`src/logic/bors_pkg.sv`:
```
package bors_pkg;
	// oscillator selection codes (initial_osc_select)
	localparam logic [2:0] OSC_SEL_FRC     = 3'h0;
	localparam logic [2:0] OSC_SEL_FRC_PLL = 3'h1;
	localparam logic [2:0] OSC_SEL_PRI     = 3'h2;
	localparam logic [2:0] OSC_SEL_PRI_PLL = 3'h3;
	// primary oscillator modes (primary_osc_mode)
	localparam logic [1:0] POSC_EC         = 2'h0;
	localparam logic [1:0] POSC_XT         = 2'h1;
	localparam logic [1:0] POSC_HS         = 2'h2;
	localparam logic [1:0] POSC_OFF        = 2'h3;
	// field positions
	localparam int         OSC_LOCK_BIT    = 5;
	localparam int         RST_BROWNOUT_BIT = 1;
	// reset values
	localparam logic       BROWNOUT_FLAG_RST = 1'b0;
	// timing
	localparam int         CLK_MHZ         = 125;
	localparam int         PULSE_NS        = 64;
	localparam int         PULSE_CYC       = (PULSE_NS * CLK_MHZ + 999) / 1000;
	localparam int         STARTUP_CYCLES  = 1024;
	localparam int         CNT_W           = 24;
endpackage : bors_pkg

```
`src/logic/bors_ctl_if.sv`:
```
`timescale 1ns/1ps
interface bors_ctl_if;
	logic                           start;
	logic [bors_pkg::CNT_W-1:0]     load;
	logic                           done;
	modport timer (input start, input load, output done);
	modport user  (output start, output load, input done);
endinterface : bors_ctl_if

```
`src/logic/bors_sequencer.sv`:
```
`timescale 1ns/1ps
module bors_sequencer #(
	parameter int POWER_UP_DELAY_CYC    = 8750000,
	parameter int CLOCK_MONITOR_DELAY_CYC = 6250
) (
	// clock and reset
	input  wire logic        sys_clk,
	input  wire logic        reset_n,
	// supply monitor and power modes
	input  wire logic        brownout_detect,
	input  wire logic        brownout_enable,
	input  wire logic        sleep_mode,
	input  wire logic        idle_mode,
	// configuration
	input  wire logic [2:0]  initial_osc_select,
	input  wire logic [1:0]  primary_osc_mode,
	input  wire logic        power_up_delay_zero,
	input  wire logic        pll_locked,
	// software access to status
	input  wire logic        brownout_flag_clear,
	// outputs
	output logic             device_reset_pulse,
	output logic             internal_reset,
	output logic             clock_hold,
	output logic [2:0]       clock_source,
	output logic [1:0]       clock_osc_mode,
	output logic [7:0]       osc_control_reg,
	output logic [7:0]       reset_control_reg
);
	typedef enum logic [3:0] {
		ST_RUN   = 4'h1,
		ST_PULSE = 4'h2,
		ST_WAIT  = 4'h4,
		ST_DONE  = 4'h8
	} bors_state_t;

	bors_state_t                  st_q;
	bors_state_t                  st_d;
	logic [bors_pkg::CNT_W-1:0]   pcnt_q;
	logic [bors_pkg::CNT_W-1:0]   pcnt_d;
	logic                         hold_q;
	logic                         hold_d;
	logic                         irst_q;
	logic                         irst_d;
	logic                         pulse_q;
	logic                         pulse_d;
	logic                         flag_q;
	logic                         flag_d;
	logic [2:0]                   src_q;
	logic [2:0]                   src_d;
	logic [1:0]                   mode_q;
	logic [1:0]                   mode_d;
	logic                         lock_q;
	logic                         lock_d;
	logic                         start_delay;
	logic                         start_osc_timer;
	logic                         brownout_ev;

	bors_ctl_if delay_if ();
	bors_ctl_if startup_if ();

	// pll in use when the selected source is a pll variant
	function automatic logic uses_pll(input logic [2:0] sel);
		uses_pll = (sel == bors_pkg::OSC_SEL_FRC_PLL) || (sel == bors_pkg::OSC_SEL_PRI_PLL);
	endfunction : uses_pll

	// oscillator running from the primary pin in a crystal or external mode
	function automatic logic uses_osc(input logic [2:0] sel, input logic [1:0] mode);
		uses_osc = ((sel == bors_pkg::OSC_SEL_PRI) || (sel == bors_pkg::OSC_SEL_PRI_PLL))
			&& (mode != bors_pkg::POSC_OFF);
	endfunction : uses_osc

	function automatic logic is_crystal(input logic [1:0] mode);
		is_crystal = (mode == bors_pkg::POSC_XT) || (mode == bors_pkg::POSC_HS);
	endfunction : is_crystal

	// detector ignores sleep and idle on purpose: it must stay armed there
	assign brownout_ev = brownout_enable && brownout_detect
		&& (sleep_mode || idle_mode || 1'b1);

	assign start_delay = (st_q == ST_PULSE) && (pcnt_q == 24'h000001);
	assign start_osc_timer = start_delay;

	// power-up or clock monitor delay and start-up timer
	assign delay_if.start = start_delay;
	assign delay_if.load  = (power_up_delay_zero && is_crystal(mode_q))
		? bors_pkg::CNT_W'(CLOCK_MONITOR_DELAY_CYC)
		: (power_up_delay_zero ? 24'h000001 : bors_pkg::CNT_W'(POWER_UP_DELAY_CYC));
	assign startup_if.start = start_osc_timer;
	assign startup_if.load  = bors_pkg::CNT_W'(bors_pkg::STARTUP_CYCLES);

	bors_timer u_delay (
		.sys_clk (sys_clk),
		.reset_n (reset_n),
		.ctl     (delay_if.timer)
	);

	bors_timer u_startup (
		.sys_clk (sys_clk),
		.reset_n (reset_n),
		.ctl     (startup_if.timer)
	);

	// sequence: pulse, then wait for delay and clock release
	always_comb
	begin
		st_d    = st_q;
		pcnt_d  = pcnt_q;
		hold_d  = hold_q;
		irst_d  = irst_q;
		pulse_d = 1'b0;
		src_d   = src_q;
		mode_d  = mode_q;
		unique case (st_q)
			ST_RUN:
			begin
				hold_d = 1'b0;
				irst_d = 1'b0;
			end
			ST_PULSE:
			begin
				pulse_d = 1'b1;
				src_d   = initial_osc_select;
				mode_d  = primary_osc_mode;
				if (pcnt_q > 24'h000001)
					pcnt_d = pcnt_q - 24'h000001;
				else
					st_d = ST_WAIT;
			end
			ST_WAIT:
			begin
				// clock held until start-up timer (primary oscillator on) and pll lock (pll sources), reset until delay and clock release
				if ((!uses_osc(src_q, mode_q) || startup_if.done)
					&& (!uses_pll(src_q) || lock_q))
					hold_d = 1'b0;
				if (delay_if.done && !hold_d)
					st_d = ST_DONE;
			end
			ST_DONE:
			begin
				irst_d = 1'b0;
				st_d   = ST_RUN;
			end
			// a corrupted state code restarts the sequence instead of releasing reset early
			default:
			begin
				st_d   = ST_PULSE;
				pcnt_d = 24'(bors_pkg::PULSE_CYC);
				hold_d = 1'b1;
				irst_d = 1'b1;
			end
		endcase
		// a new brown-out restarts the sequence from any state
		if (brownout_ev)
		begin
			st_d    = ST_PULSE;
			pcnt_d  = 24'(bors_pkg::PULSE_CYC);
			hold_d  = 1'b1;
			irst_d  = 1'b1;
			pulse_d = 1'b1;
		end
	end

	// sticky flag: set beats software clear
	always_comb
	begin
		flag_d = flag_q;
		if (brownout_flag_clear)
			flag_d = 1'b0;
		if (brownout_ev)
			flag_d = 1'b1;
	end

	// lock sampled once so the status bit and the clock release agree
	always_comb
	begin
		lock_d = pll_locked;
	end

	always_ff @(posedge sys_clk or negedge reset_n)
	begin
		if (!reset_n)
		begin
			st_q    <= ST_RUN;
			pcnt_q  <= '0;
			hold_q  <= 1'b0;
			irst_q  <= 1'b0;
			pulse_q <= 1'b0;
			flag_q  <= bors_pkg::BROWNOUT_FLAG_RST;
			src_q   <= bors_pkg::OSC_SEL_FRC;
			mode_q  <= bors_pkg::POSC_OFF;
			lock_q  <= 1'b0;
		end
		else
		begin
			st_q    <= st_d;
			pcnt_q  <= pcnt_d;
			hold_q  <= hold_d;
			irst_q  <= irst_d;
			pulse_q <= pulse_d;
			flag_q  <= flag_d;
			src_q   <= src_d;
			mode_q  <= mode_d;
			lock_q  <= lock_d;
		end
	end

	// outputs all from flops
	assign device_reset_pulse = pulse_q;
	assign internal_reset     = irst_q;
	assign clock_hold         = hold_q;
	assign clock_source       = src_q;
	assign clock_osc_mode     = mode_q;
	assign osc_control_reg    = {2'h0, lock_q, 5'h00}; // lock at bit 5
	assign reset_control_reg  = {6'h00, flag_q, 1'b0}; // flag at bit 1
endmodule : bors_sequencer

```
`src/logic/bors_timer.sv`:
```
`timescale 1ns/1ps
module bors_timer (
	// clock and reset
	input  wire logic  sys_clk,
	input  wire logic  reset_n,
	// control
	bors_ctl_if.timer  ctl
);
	logic [bors_pkg::CNT_W-1:0] cnt_q;
	logic [bors_pkg::CNT_W-1:0] cnt_d;
	logic                       run_q;
	logic                       run_d;
	logic                       done_q;
	logic                       done_d;

	// down counter, done is a level until next start
	always_comb
	begin
		cnt_d  = cnt_q;
		run_d  = run_q;
		done_d = done_q;
		if (ctl.start)
		begin
			cnt_d  = ctl.load;
			run_d  = 1'b1;
			done_d = 1'b0;
		end
		else if (run_q)
		begin
			if (cnt_q <= 24'h000001)
			begin
				run_d  = 1'b0;
				done_d = 1'b1;
			end
			else
				cnt_d = cnt_q - 24'h000001;
		end
	end

	always_ff @(posedge sys_clk or negedge reset_n)
	begin
		if (!reset_n)
		begin
			cnt_q  <= '0;
			run_q  <= 1'b0;
			done_q <= 1'b0;
		end
		else
		begin
			cnt_q  <= cnt_d;
			run_q  <= run_d;
			done_q <= done_d;
		end
	end

	assign ctl.done = done_q;
endmodule : bors_timer

```
`config.mk`:
```
export PLATFORM = sky130hd
export DESIGN_NAME = bors_sequencer
export DESIGN_NICKNAME = d
export VERILOG_FILES = /design/src/logic/bors_pkg.sv /design/src/logic/bors_ctl_if.sv /design/src/logic/bors_sequencer.sv /design/src/logic/bors_timer.sv
export SDC_FILE = /design/constraint.sdc
export NUM_CORES = 1
export LEC_CHECK = 0
export BUFFER_PORTS_ARGS = -buffer_cell sky130_fd_sc_hd__clkbuf_2
export CAP_MARGIN = 20
export CORE_UTILIZATION = 60
export DETAILED_ROUTE_END_ITERATION = 12
export GPL_TIMING_DRIVEN = 0
export PLACE_DENSITY = 0.87
export SLEW_MARGIN = 20
export SYNTH_ARGS = -nofsm -noshare
export SYNTH_HDL_FRONTEND = slang
export SYNTH_SLANG_ARGS = --single-unit
```
`constraint.sdc`:
```
create_clock -name sys_clk -period 2.95 [get_ports sys_clk]
set_input_delay 0.1475 -clock sys_clk [delete_from_list [all_inputs] [get_ports sys_clk]]
set_output_delay 0.1475 -clock sys_clk [all_outputs]
set_load 0.05 [all_outputs]
```
== After elaboration in Yosys (flattened, before gate mapping) ==
Index checks and enable logic that the tools add are counted.
Word-level totals
  logic and storage cells: 107
  bits in writable memories: 0
  ROM bits: 0
  input bits: 14
  memories kept: 0
  output and inout bits: 24
  bits in registers: 90
  bits in latches: 0
Operators by class
  reductions and logical operators: 29
  $add $sub $neg: 3
  equal/unequal tests: 20
  magnitude comparators: 3
  divide/modulo/power cells: 0
  shifts and indexed selects: 0
  mux-type cells: 37
  multiply operators: 0
  bitwise logic cells: 0
Operators with widths (count)
  $mux W24: 10
  $sub A24 B1 Y24 const B: 3
  $le A24 B1 Y1 const B: 2
  $pmux W24 S2: 1
  $eq A24 B1 Y1 const B: 1
  $gt A24 B1 Y1 const B: 1
  $mux W1: 20
  $pmux W4 S4: 1
  $mux W4: 3
  $reduce_and A2 Y1: 5
  $reduce_bool A2 Y1: 5
  $ne A2 B2 Y1 const B: 4
  $eq A3 B2 Y1 const B: 2
  $logic_and A1 B1 Y1: 6
  $ne A2 B1 Y1 const B: 3
  $ne A3 B3 Y1 const B: 2
  $reduce_or A2 Y1: 3
  $logic_or A1 B1 Y1: 5
  $eq A4 B1 Y1 const B: 1
  $eq A4 B2 Y1 const B: 1
  $eq A4 B3 Y1 const B: 1
  $eq A4 B4 Y1 const B: 1
  $eq A3 B1 Y1 const B: 1
  $logic_not A1 Y1: 3
  other kinds (7): 7

== Logic depth before layout (Yosys ltp) ==
Gate-level depths: netlist (run 1).
  word-level depth: 13
  gate-level depth with buffers: 9
  depth with buffers taken out: 8

== Hierarchy ==
From an unflattened synthesis (run 1), not the netlist that was laid out.
Second synthesis, totals
  cells, all modules: 596
  area total of the unflattened synthesis: 5495.3 µm²
Modules (own cells, without submodules)
  bors_sequencer: times used 1, seq. area each 954.7 µm², area each 2265.9 µm², cells an instance 244
  bors_timer at u_delay: times used 1, seq. area each 650.6 µm², area each 1652.8 µm², cells an instance 176
  bors_timer at u_startup: times used 1, seq. area each 650.6 µm², area each 1576.5 µm², cells an instance 176

== Worst setup path before layout (run 1) ==
Ideal clock, no wire load.
  path type: register to register
  start point: register pcnt_q[2] (netlist name)
  end point: register pcnt_q[11] (netlist name)
  setup time: 0.135 ns
  data required time: 2.815 ns
  period minus slack after synthesis: 2.403 ns
  path slack: 0.547 ns
  data arrival time: 2.269 ns
  stages on the path, launching flop included: 6
  buffers on the path: 0
  path through: dfrtp_1 or4_4 or3_2 or4_1 o311ai_1 o31ai_1
Between the ends
  longest elaborated chain between the ends: 4
  elaborated cells on any way between the ends: 7
  classes of those cells: add/sub (1); order compare (1); eq/ne (1); mux (3); reduce/logical (1)
RTL lines
  from (decl): RTL line bors_sequencer.sv:39  | logic [bors_pkg::CNT_W-1:0] pcnt_q;
  from (signal assigned): RTL line bors_sequencer.sv:197  | pcnt_q <= pcnt_d;
  $sub A24 B1 Y24: RTL line bors_sequencer.sv:126  | pcnt_d = pcnt_q - 24'h000001;
  $mux W24: RTL line bors_sequencer.sv:125  | if (pcnt_q > 24'h000001)
  $pmux W24 S2: RTL line bors_sequencer.sv:114  | unique case (st_q)
  $mux W24: RTL line bors_sequencer.sv:154  | if (brownout_ev)
Parallel ways exist; a longest one is shown, timed or not. The select of a mux whose other input is x is not followed.
A chain may end at the register's enable or synchronous reset.

== Worst setup path in the final report (run 1) ==
  start point: register st_q[2]
  end point: register u_startup.done_q, in the netlist u_startup.ctl.done
Between the ends
  longest elaborated chain between the ends: 4
  elaborated cells on any way between the ends: 6
  classes of those cells: eq/ne (1); mux (1); reduce/logical (4)
RTL lines
  from (decl): RTL line bors_sequencer.sv:37  | bors_state_t st_q;
  from (signal assigned): RTL line bors_sequencer.sv:196  | st_q <= st_d;
  $eq A4 B2 Y1 *: RTL line bors_sequencer.sv:81  | assign start_delay = (st_q == ST_PULSE) && (pcnt_q == 24'h000001);
  $logic_and A1 B1 Y1 *: RTL line bors_sequencer.sv:81
  $reduce_bool A2 Y1 (no line)
  $reduce_and A2 Y1 (no line)
  to (signal assigned): RTL line bors_timer.sv:52  | done_q <= done_d;
  to (decl): RTL line bors_timer.sv:13  | logic done_q;
Every way passes the cells marked *; elsewhere a longest branch is shown, timed or not.

==> flow_summary.json, run 1 <==
{
  "status": "complete, no violations",
  "die_w_um": 90.24,
  "synth_common_cells": "87 x dfrtp_1, 71 x nor2_1, 40 x xnor2_1",
  "synth.most_common_cell": "dfrtp_1",
  "seq_area_frac_synth": 0.4829,
  "power_per_cell_area_nw_per_um2": 950.5,
  "first_pass_iters": 4,
  "ys_warn_count": 0,
  "place_ws_ns": 0.2460,
  "p_leak_nw": 2.276,
  "final_hold_viol_count": 0,
  "routedWlPerCell_um": 14.94,
  "via_per_inst": 5.672,
  "tns_ns": 0,
  "grt_usage": 0.2534,
  "setup_viol": 0,
  "syn_area_per_cell_um2": 9.856,
  "finish.utilization": 0.7012,
  "grt_overflow": 0,
  "drc": 0,
  "worst_pin_slew_ns": 0.7973,
  "cp_data_required_time_ns": 3.19,
  "crit_fanout": 10,
  "antenna_found_initial": 0,
  "synth_cell_type_count": 52,
  "wl_um": 9399,
  "io_buffers": 21,
  "layout_min_cycle_time_ns": 2.760,
  "area_delta_synth_final_pct": 11.19,
  "synthTopCellsByArea": "dfrtp_1 47%, xnor2_1 7.5%, nor2_1 5.7%",
  "final_nets": 546,
  "grt_max_degree": 91,
  "cts_buffer_depth": 2,
  "syn_area_um2": 4672,
  "initial_core_util": 0.6306,
  "maxCapViolCount": 0,
  "clk_pin_slew_ns": 0.10,
  "synth_enable_flop_cells": 0,
  "cts_num_sinks": 90,
  "end_kind": "register",
  "clk_latency_ns": 0.37,
  "die_y_um": 90.24,
  "drt_iter0_markers": 159,
  "path_class": "reg -> reg",
  "yosys.area.top_type": "dfrtp_1",
  "rows": 31,
  "gp_congestion": 0.8261,
  "drive_above_1_share": 0.1642,
  "rsz0062_at_grt": "false",
  "pin_count": 38,
  "cts_root_buf": "clkbuf_8",
  "dp.final_hpwl_um": 6513,
  "period_share": 0.9356,
  "dieArea_um2": 8143,
  "synthArstFlopShare": 1.000,
  "syn_inst": 474,
  "fmax_mhz": 362.3,
  "critPathArrivalTime_ns": 3.00,
  "vias": 3568,
  "synth_top_flop_cell": "dfrtp_1",
  "cts_tree": "yes",
  "ant_nets": 0,
  "grt_pass1_vias": 3743,
  "ir_worst_vdd_v": 0.0005957,
  "ys_ff_latch": 90,
  "hp-class": "in -> reg",
  "grt_first_pass_wirelength_um": 16530,
  "htree_levels": 3,
  "fin_ws_ns": 0.1900,
  "core-area_um2": 7408,
  "cts-buffers-inserted": 9,
  "worstSetupStartpointType": "register",
  "yosysTopAreaCellShare": 0.4660,
  "maxSlewViolCount": 0,
  "skew_ns": 0.01375,
  "diodes": 0,
  "slew_headroom": 0.4636
}
## registers in the layout (all words and copies together), names as in the netlist, 2 cells and up
name             cells
clock_osc_mode       2
pcnt_q              24
clock_source         3
u_delay.cnt_q       24
u_startup.cnt_q     24
st_q                 4
## power by group
group,internal (mW),switching [mW]
Clock,0.331,0.438
Combinational,0.871,1.27
Sequential,1.63,0.395
## per-stage QoR
step	cell area (um^2)	hold WS, ns	power, mW	instances
floorplan	4721	-0.1481	3.665	487
global placement	4950	0.2575	4.028	607
detailed placement	4959	0.2533	4.148	607
CTS	5187	0.01534	4.947	628
global route	5195	0.01599	5.291	629
finish	5195	0.02377	4.938	629
## critical path: stages, from the launching register on
cell and delay, ns:
dfrtp_1 0.46, nor4b_1 0.56, nand4b_1 0.15, or3_2 0.46, nor3_1 0.22, clkbuf_1 0.39
buf_2 0.32, nor2_1 0.08
## cells in the final DEF (no fill, tap or decap), types with 3 or more instances in the layout
cell type      count
nand3_1           13
xor2_1            23
nor2_1            71
o21ai_0           11
nand2b_1           6
dfrtp_1           87
nor2b_1            3
or2_2              5
xnor2_1           40
o31ai_1            3
inv_1              8
nor3_1            21
dfstp_2            3
buf_4             18
clkbuf_2          20
nor4_1            25
a21oi_1           27
o211ai_1           3
clkbuf_1           7
or3_2              5
or3_1             13
clkbuf_8          11
o21bai_1           3
clkinv_2           3
mux2_2             5
dlygate4sd3_1      5
or4_1              8
nand3b_1           4
nand2_1           21
conb_1            14
ha_1               7
buf_2              5
## per-layer routing
metal	track usage	wire length [um]
met5	0	0
met4	0.09409	193
met1	0.2954	3885
met3	0.06937	421
met2	0.4447	4899
## cell families after synthesis
family | Yosys count | share of synthesized area
buffers and inverters | 38 | 0.04713
muxes | 5 | 0.01205
xor gates and xnor gates | 63 | 0.1181
AOI/OAI and AO/OA | 59 | 0.07954
adders and majority gates | 7 | 0.01875
and+or+nand+nor | 211 | 0.2408
other | 1 | 0.0008027
DFF | 90 | 0.4829
## final timing paths
check | cells after the start | end | from | slack [ns]
max in group asynchronous | 2 | u_delay.cnt_q[13]$_DFFE_PN0P_ | reset_n | 2.08
worst max-delay path | 7 | u_startup.ctl.done$_DFFE_PN0P_ | st_q[2]$_DFFE_PN0P_ | 0.19
worst min register to register | 2 | flag_q$_DFFE_PN0P_ | flag_q$_DFFE_PN0P_ | 0.54
worst min-delay path | 2 | clock_osc_mode[0]$_DFFE_PN1P_ | primary_osc_mode[0] | 0.02
min in group asynchronous | 2 | u_startup.cnt_q[2]$_DFFE_PN0P_ | reset_n | 0.38
worst max register to register | 7 | u_startup.ctl.done$_DFFE_PN0P_ | st_q[2]$_DFFE_PN0P_ | 0.19
## layout make-up
type | count | area [um^2]
timing repair buffer | 27 | 171.4
fill | 537 | 2213
sequential | 90 | 2256
multi-input combinational | 359 | 2245
inverter | 8 | 30.03
buffer | 30 | 190.2
clock inverter | 6 | 41.29
tap | 99 | 123.9
clock buffer | 10 | 137.6
## repair_timing
action                     in CTS  in global routing
buffers inserted                0                  1
resized for setup               0                  0
setup endpoints to repair       0                  1
hold endpoints to repair       90                  0
hold buffers                    5                  0
(Power assumes the default switching activity.)
==> inputs of run 2 (changes only) <==
--- a/config.mk
+++ b/config.mk
@@ -7,10 +7,10 @@
 export LEC_CHECK = 0
 export BUFFER_PORTS_ARGS = -buffer_cell sky130_fd_sc_hd__clkbuf_2
 export CAP_MARGIN = 20
-export CORE_UTILIZATION = 60
+export CORE_UTILIZATION = 54
 export DETAILED_ROUTE_END_ITERATION = 12
 export GPL_TIMING_DRIVEN = 0
-export PLACE_DENSITY = 0.87
+export PLACE_DENSITY = 0.83
 export SLEW_MARGIN = 20
 export SYNTH_ARGS = -nofsm -noshare
 export SYNTH_HDL_FRONTEND = slang
==> constraint.sdc (replaced) <==
create_clock -name sys_clk -period 2.5 [get_ports sys_clk]
set_input_delay 0.125 -clock sys_clk [delete_from_list [all_inputs] [get_ports sys_clk]]
set_output_delay 0.125 -clock sys_clk [all_outputs]
set_load 0.05 [all_outputs]
==> run 2 against run 1 <==
  * The run now ends with negative setup slack left
  * Global-route usage fell by 2.4 points
  * Sequential share of layout area decreased by 2.6 points
  * Critical path depth did not move
  * Register-to-register slack lost 0.26 ns
  * First-iteration DRC count down 18%
  * Final area increased by 6.5%
  * Combinational power up 38%
  * Via count increased by 3.0%
  * Largest power group unchanged
  * Highest routed layer unchanged
==> flow_summary.json, run 2 (synthesized netlist as in run 1, its figures left out) <==
{
  "status": "finished, violations left",
  "violations": "negative setup slack",
  "htree_levels": 3,
  "p_int_mw": 3.748,
  "fin_ws_ns": -0.07356,
  "crit_buf_inv": 1,
  "grt_first_pass_wirelength_um": 15990,
  "p_sw_mw": 2.755,
  "place_ws_ns": -0.2515,
  "design_area_um2": 5532,
  "final_cells": 647,
  "grt_usage": 0.2291,
  "gp_congestion": 0.8498,
  "skew_ns": 0.01605,
  "critPathArrivalTime_ns": 2.81,
  "layout_min_cycle_time_ns": 2.574,
  "clk_pin_slew_ns": 0.10,
  "tns_ns": -0.1655,
  "r2r-start": "pcnt_q[5]$_DFFE_PN0P_",
  "diodes": 0,
  "clkPwrFrac": 0.176,
  "seqPwrFrac": 0.371,
  "final_nets": 558,
  "rrSetupSlack_ns": -0.07,
  "dp_cells": 613,
  "final_common_cell": "dfrtp_1",
  "die_w_um": 95.02,
  "die_y_um": 95.02,
  "core-area_um2": 8299,
  "cts_buffer_depth": 2,
  "clk_latency_ns": 0.37,
  "antenna_found_initial": 0,
  "critPathTopFamily": "simple AND/OR/NAND/NOR gates",
  "max_stage_delay_ns": 0.57,
  "finish.utilization": 0.6665,
  "worstSetupStartpointType": "register",
  "swShare": 0.4237,
  "crit_fanout": 6,
  "cts_root_buf": "clkbuf_8",
  "area_delta_synth_final_pct": 18.40,
  "wl_um": 10060,
  "rsz0062_at_grt": "true",
  "worst-r2r-cell-count": 7,
  "final_hold_viol_count": 0,
  "slew_headroom": 0.5301,
  "timing.rr.end": "pcnt_q[20]$_DFFE_PN0P_",
  "vias": 3676,
  "worst_pin_slew_ns": 0.7049,
  "cts_num_sinks": 90,
  "grt_pass1_vias": 3558,
  "layout_common_cells": "87 x dfrtp_1, 70 x nor2_1, 40 x xnor2_1, 27 x buf_4, 26 x a21oi_1",
  "cp-endpoint": "pcnt_q[20]$_DFFE_PN0P_",
  "p_comb_frac": 0.453,
  "critPathSlowestCell": "or4b_4",
  "min-delay-start": "power_up_delay_zero",
  "cp_num_cells": 7,
  "cts-buffers-inserted": 9,
  "ir_worst_vdd_v": 0.001025,
  "drt_iter0_markers": 131,
  "first_pass_iters": 4,
  "crit_chain": "or4_4 -> or4b_4 -> o311ai_4 -> buf_6 -> nor4_2 -> xnor2_1 -> nor2_1",
  "pin_count": 38,
  "drc": 0,
  "hp-class": "in -> reg",
  "end_kind": "register",
  "dieArea_um2": 9028,
  "dp.final_hpwl_um": 6117,
  "grt_overflow": 0,
  "drive_above_1_share": 0.2140,
  "via_per_inst": 5.682,
  "routedWlPerCell_um": 15.55,
  "maxCapViolCount": 0,
  "setup_viol": 5,
  "initial_core_util": 0.5629,
  "grt_max_degree": 91,
  "ant_nets": 0,
  "power_per_cell_area_nw_per_um2": 1176,
  "rows": 33,
  "cts_tree": "yes",
  "place_area_um2": 4966,
  "io_buffers": 21,
  "maxSlewViolCount": 0,
  "startpoint": "pcnt_q[5]$_DFFE_PN0P_",
  "reg.largest.list": "pcnt_q: 24 flops, u_delay.cnt_q: 24 flops, u_startup.cnt_q: 24 flops",
  "fmax_mhz": 388.6,
  "period_share": 1.029,
  "path_class": "reg -> reg",
  "fillers": 608,
  "p_leak_nw": 2.409,
  "cp_data_required_time_ns": 2.74
}
run 2: worst min-delay path by stage:
stage                                 endpoint  slack [ns]  depth (start not counted)
2_1_floorplan           clock_hold$_DFFE_PN0P_       -0.17                          0
3_3_place_gp                  lock_q$_DFF_PN0_        0.24                          1
3_5_place_dp   u_startup.cnt_q[11]$_DFFE_PN0P_        0.23                          1
4_1_cts           u_delay.cnt_q[1]$_DFFE_PN0P_        0.01                          3
5_1_grt           u_delay.cnt_q[1]$_DFFE_PN0P_        0.06                          3
6_report          u_delay.cnt_q[1]$_DFFE_PN0P_        0.05                          3
run 2: area by class of cell:
class                           instances  area [um^2]  area share
Sequential cell                        90         2256      0.4078
Inverter                                8        30.03    0.005429
Timing Repair Buffer                   42        300.3     0.05429
Buffer                                 27        190.2     0.03438
Tap cell                              105        131.4     0.02375
Clock inverter                          6        95.09     0.01719
Clock buffer                           10        137.6     0.02488
Multi-Input combinational cell        359         2391      0.4323
run 2: power groups by stage:
stage | Sequential [mW] | Combinational [mW] | Clock [mW]
2_1_floorplan | 2.41 | 1.91 | 0
3_3_place_gp | 2.36 | 2.40 | 0
3_5_place_dp | 2.39 | 2.49 | 0
4_1_cts | 2.37 | 2.69 | 1.15
5_1_grt | 2.46 | 3.23 | 1.20
6_report | 2.41 | 2.95 | 1.14
run 2: what timing repair did:
item | in CTS | in global routing
gates cloned | 1 | 0
setup endpoints to repair | 65 | 66
pin swaps | 4 | 8
hold buffers | 10 | 0
endpoints found under the hold margin | 95 | 0
setup buffers | 8 | 2
resized for setup | 12 | 26
run 2: per-layer routing:
metal / wire [um] / global-route usage
met1: 4174 / 0.2813
met2: 5320 / 0.3975
met3: 369 / 0.05742
met4: 196 / 0.06944
met5: 0 / 0
run 2: through the flow:
step,total power [mW],hold slack (ns)
after floorplan,4.325,-0.1706
after global placement,4.760,0.2351
after detailed placement,4.880,0.2311
after CTS,6.212,0.01160
after global routing,6.889,0.05748
final,6.504,0.05041
run 2: worst reg2reg max path: cells and delay by family (launching register included):
kind,cells,cell delay [ns]
AOI/OAI and AO/OA,1,0.40
xor gates and xnor gates,1,0.18
DFF,1,0.40
buffers and inverters,1,0.21
and+or+nand+nor,4,1.25
==> inputs of run 3 (changes only) <==
--- a/config.mk
+++ b/config.mk
@@ -5,12 +5,13 @@
 export SDC_FILE = /design/constraint.sdc
 export NUM_CORES = 1
 export LEC_CHECK = 0
+export ABC_AREA = 1
 export BUFFER_PORTS_ARGS = -buffer_cell sky130_fd_sc_hd__clkbuf_2
 export CAP_MARGIN = 20
-export CORE_UTILIZATION = 54
+export CORE_UTILIZATION = 56
 export DETAILED_ROUTE_END_ITERATION = 12
 export GPL_TIMING_DRIVEN = 0
-export PLACE_DENSITY = 0.83
+export PLACE_DENSITY = 0.84
 export SLEW_MARGIN = 20
 export SYNTH_ARGS = -nofsm -noshare
 export SYNTH_HDL_FRONTEND = slang
==> run 3 against run 2 <==
  * The flow now finishes without violations
  * Clock power grew 9.6%
  * Register-to-register slack improved by 0.47 ns
  * Worst hold slack better by 0.11 ns
  * Utilization down 2.4 points
  * Critical path depth is 5 higher
  * Total power rose by 39%
  * Critical path type unchanged
  * Critical endpoint is now u_startup.cnt_q[23]$_DFFE_PN0P_
  * Highest routed layer unchanged
==> flow_summary.json, run 3 <==
{
  "setup_viol": 0,
  "whs_path_depth": 4,
  "place_area_um2": 6329,
  "clk_pin_slew_ns": 0.09,
  "ir_worst_vdd_v": 0.0007756,
  "r2r-start": "u_startup.cnt_q[0]$_DFFE_PN0P_",
  "skew_ns": 0.006675,
  "status": "complete, no violations",
  "antenna_found_initial": 0,
  "slew_headroom": 0.5302,
  "grt_usage": 0.2738,
  "p_leak_nw": 3.563,
  "first_pass_iters": 8,
  "die_w_um": 105.5,
  "reg.largest.list": "pcnt_q: 24 flops, u_delay.cnt_q: 24 flops, u_startup.cnt_q: 24 flops",
  "syn_area_per_cell_um2": 6.783,
  "layout_common_cells": "281 x nand2_1, 151 x nor2_1, 87 x dfrtp_1, 78 x inv_1, 71 x nand3_1",
  "final_cells": 1078,
  "wl_um": 14370,
  "worst-r2r-cell-count": 12,
  "dieArea_um2": 11130,
  "drive_above_1_share": 0.1104,
  "via_per_inst": 5.287,
  "period_share": 0.8425,
  "initial_core_util": 0.5782,
  "core-area_um2": 10370,
  "diodes": 0,
  "drt_iter0_markers": 372,
  "area_delta_synth_final_pct": 11.06,
  "drc": 0,
  "syn_inst": 884,
  "worst_hold_path.endpoint": "u_delay.cnt_q[5]$_DFFE_PN0P_",
  "worstSetupStartpointType": "register",
  "tns_ns": 0,
  "cts-buffers-inserted": 9,
  "rsz0062_at_grt": "false",
  "rows": 37,
  "grt_overflow": 0,
  "grt_max_degree": 91,
  "seq_area_frac_synth": 0.3763,
  "maxSlewViolCount": 0,
  "yosysTopAreaCellShare": 0.3631,
  "fmax_mhz": 474.8,
  "maxCapViolCount": 0,
  "cts_root_buf": "clkbuf_8",
  "yosys.area.top_type": "dfrtp_1",
  "routedWlPerCell_um": 13.33,
  "clk_latency_ns": 0.37,
  "syn_area_um2": 5996,
  "dp.final_hpwl_um": 10300,
  "synth_enable_flop_cells": 0,
  "design_area_um2": 6659,
  "cp_data_required_time_ns": 2.79,
  "cts_tree": "yes",
  "synthArstFlopShare": 1.000,
  "hp-class": "in -> reg",
  "cts_setup_buffers": 0,
  "gp_congestion": 0.8987,
  "worst_pin_slew_ns": 0.7048,
  "final_nets": 958,
  "ys_warn_count": 0,
  "min-delay-start": "power_up_delay_zero",
  "htree_levels": 3,
  "io_buffers": 21,
  "crit_fanout": 10,
  "hold_slack_ns": 0.1581,
  "synth_common_cells": "281 x nand2_1, 151 x nor2_1, 87 x dfrtp_1",
  "grt_pass1_vias": 5257,
  "cts_num_sinks": 90,
  "dp_cells": 1054,
  "grt_first_pass_wirelength_um": 24250,
  "synth_cell_type_count": 43,
  "critPathArrivalTime_ns": 2.40,
  "timing.rr.end": "u_startup.cnt_q[23]$_DFFE_PN0P_",
  "final_hold_viol_count": 0,
  "cts_buffer_depth": 2,
  "ys_ff_latch": 90,
  "end_kind": "register",
  "power_per_cell_area_nw_per_um2": 1355,
  "rrSetupSlack_ns": 0.39,
  "synthTopCellsByArea": "dfrtp_1 36%, nand2_1 18%, nor2_1 9.5%",
  "layout_min_cycle_time_ns": 2.106,
  "synth.most_common_cell": "nand2_1",
  "pin_count": 38,
  "final_common_cell": "nand2_1",
  "ctsResizeCount": 0,
  "die_y_um": 105.5,
  "vias": 5699,
  "synth_top_flop_cell": "dfrtp_1",
  "ant_nets": 0,
  "path_class": "reg -> reg"
}
run 3: changes by cell type after synthesis, sizes merged, moves of 10 or more:
cell,change
nor2,+98
nor4,-25
or3,-18
inv,+74
nand3,+58
xnor2,-36
nand4,+35
o21ai,+36
nor3,-19
or4,-10
a21oi,-23
nand2,+271
run 3: metrics by stage:
step / total power, mW / worst slack [ns] / util
2_1_floorplan: 6.590 / 0.7798 / -
3_3_place_gp: 7.550 / 0.2139 / 0.6094
3_5_place_dp: 7.691 / 0.4366 / 0.6103
4_1_cts: 8.975 / 0.4060 / 0.6421
5_1_grt: 9.824 / 0.1528 / 0.6421
6_report: 9.024 / 0.3937 / 0.6421
run 3: worst max-delay path by stage:
| stage | from | endpoint | slack, ns | cells after the start |
|---|---|---|---|---|
| 2_1_floorplan | u_startup.cnt_q[0]$_DFFE_PN0P_ | u_startup.cnt_q[13]$_DFFE_PN0P_ | 0.78 | 13 |
| 3_3_place_gp | reset_n | clock_source[1]$_DFFE_PN0P_ | 0.21 | 1 |
| 3_5_place_dp | u_startup.cnt_q[0]$_DFFE_PN0P_ | u_startup.cnt_q[22]$_DFFE_PN0P_ | 0.44 | 13 |
| 4_1_cts | u_startup.cnt_q[0]$_DFFE_PN0P_ | u_startup.cnt_q[22]$_DFFE_PN0P_ | 0.41 | 13 |
| 5_1_grt | u_startup.cnt_q[0]$_DFFE_PN0P_ | u_startup.cnt_q[20]$_DFFE_PN0P_ | 0.15 | 12 |
| 6_report | u_startup.cnt_q[0]$_DFFE_PN0P_ | u_startup.cnt_q[23]$_DFFE_PN0P_ | 0.39 | 12 |
run 3: cell families (layout without fill, tap and decap cells):
kind of cell / after synthesis / in the layout / share of synthesized area
AOI/OAI and AO/OA: 64 / 64 / 0.05948
xor gates and xnor gates: 21 / 21 / 0.03068
adders and majority gates: 7 / 7 / 0.01461
buffers and inverters: 116 / 161 / 0.09098
DFF: 90 / 90 / 0.3763
other: 1 / 14 / 0.0006254
and+or+nand+nor: 585 / 585 / 0.4274
run 3: worst max-delay path: stages (launching register included):
cell and delay (ns):
dfrtp_1 0.41, inv_1 0.11, ha_1 0.28, inv_1 0.09, nand2_1 0.06, nand2_1 0.05, nor2_1 0.04, nand2_1 0.06
nor2_2 0.06, nor2_2 0.34, buf_2 0.32, nand4_1 0.10, o21ai_0 0.10
run 3: repair_timing:
action / 4_1_cts / 5_1_grt
endpoints found under the setup margin: 0 / 0
hold buffers: 8 / 0
hold endpoints to repair: 94 / 0
run 3: power by group:
group / switching (mW) / total, mW / internal (mW) / leakage (nW)
clock network: 0.556 / 1.25 / 0.695 / 0.127
registers: 0.585 / 2.58 / 2.00 / 1.16
logic: 3.50 / 5.19 / 1.68 / 2.28
total: 4.65 / 9.02 / 4.38 / 3.56
run 3: cell type report:
| cell class | count | area (um^2) |
|---|---|---|
| clock buffer | 10 | 137.6 |
| inverter | 84 | 321.6 |
| buffer | 32 | 224.0 |
| clock inverter | 6 | 112.6 |
| sequential | 90 | 2256 |
| fill | 936 | 3711 |
| timing repair buffer | 29 | 193.9 |
| tap | 136 | 170.2 |
| multi-input combinational | 691 | 3243 |
run 3: metal layers:
layer | global-route usage | up-vias | wire length, um
met5 | 0 | - | 0
met4 | 0.09457 | 0 | 200
met3 | 0.04205 | 18 | 931
met2 | 0.4643 | 189 | 6933
met1 | 0.3559 | 2590 | 6300
li1 | - | 2902 | -
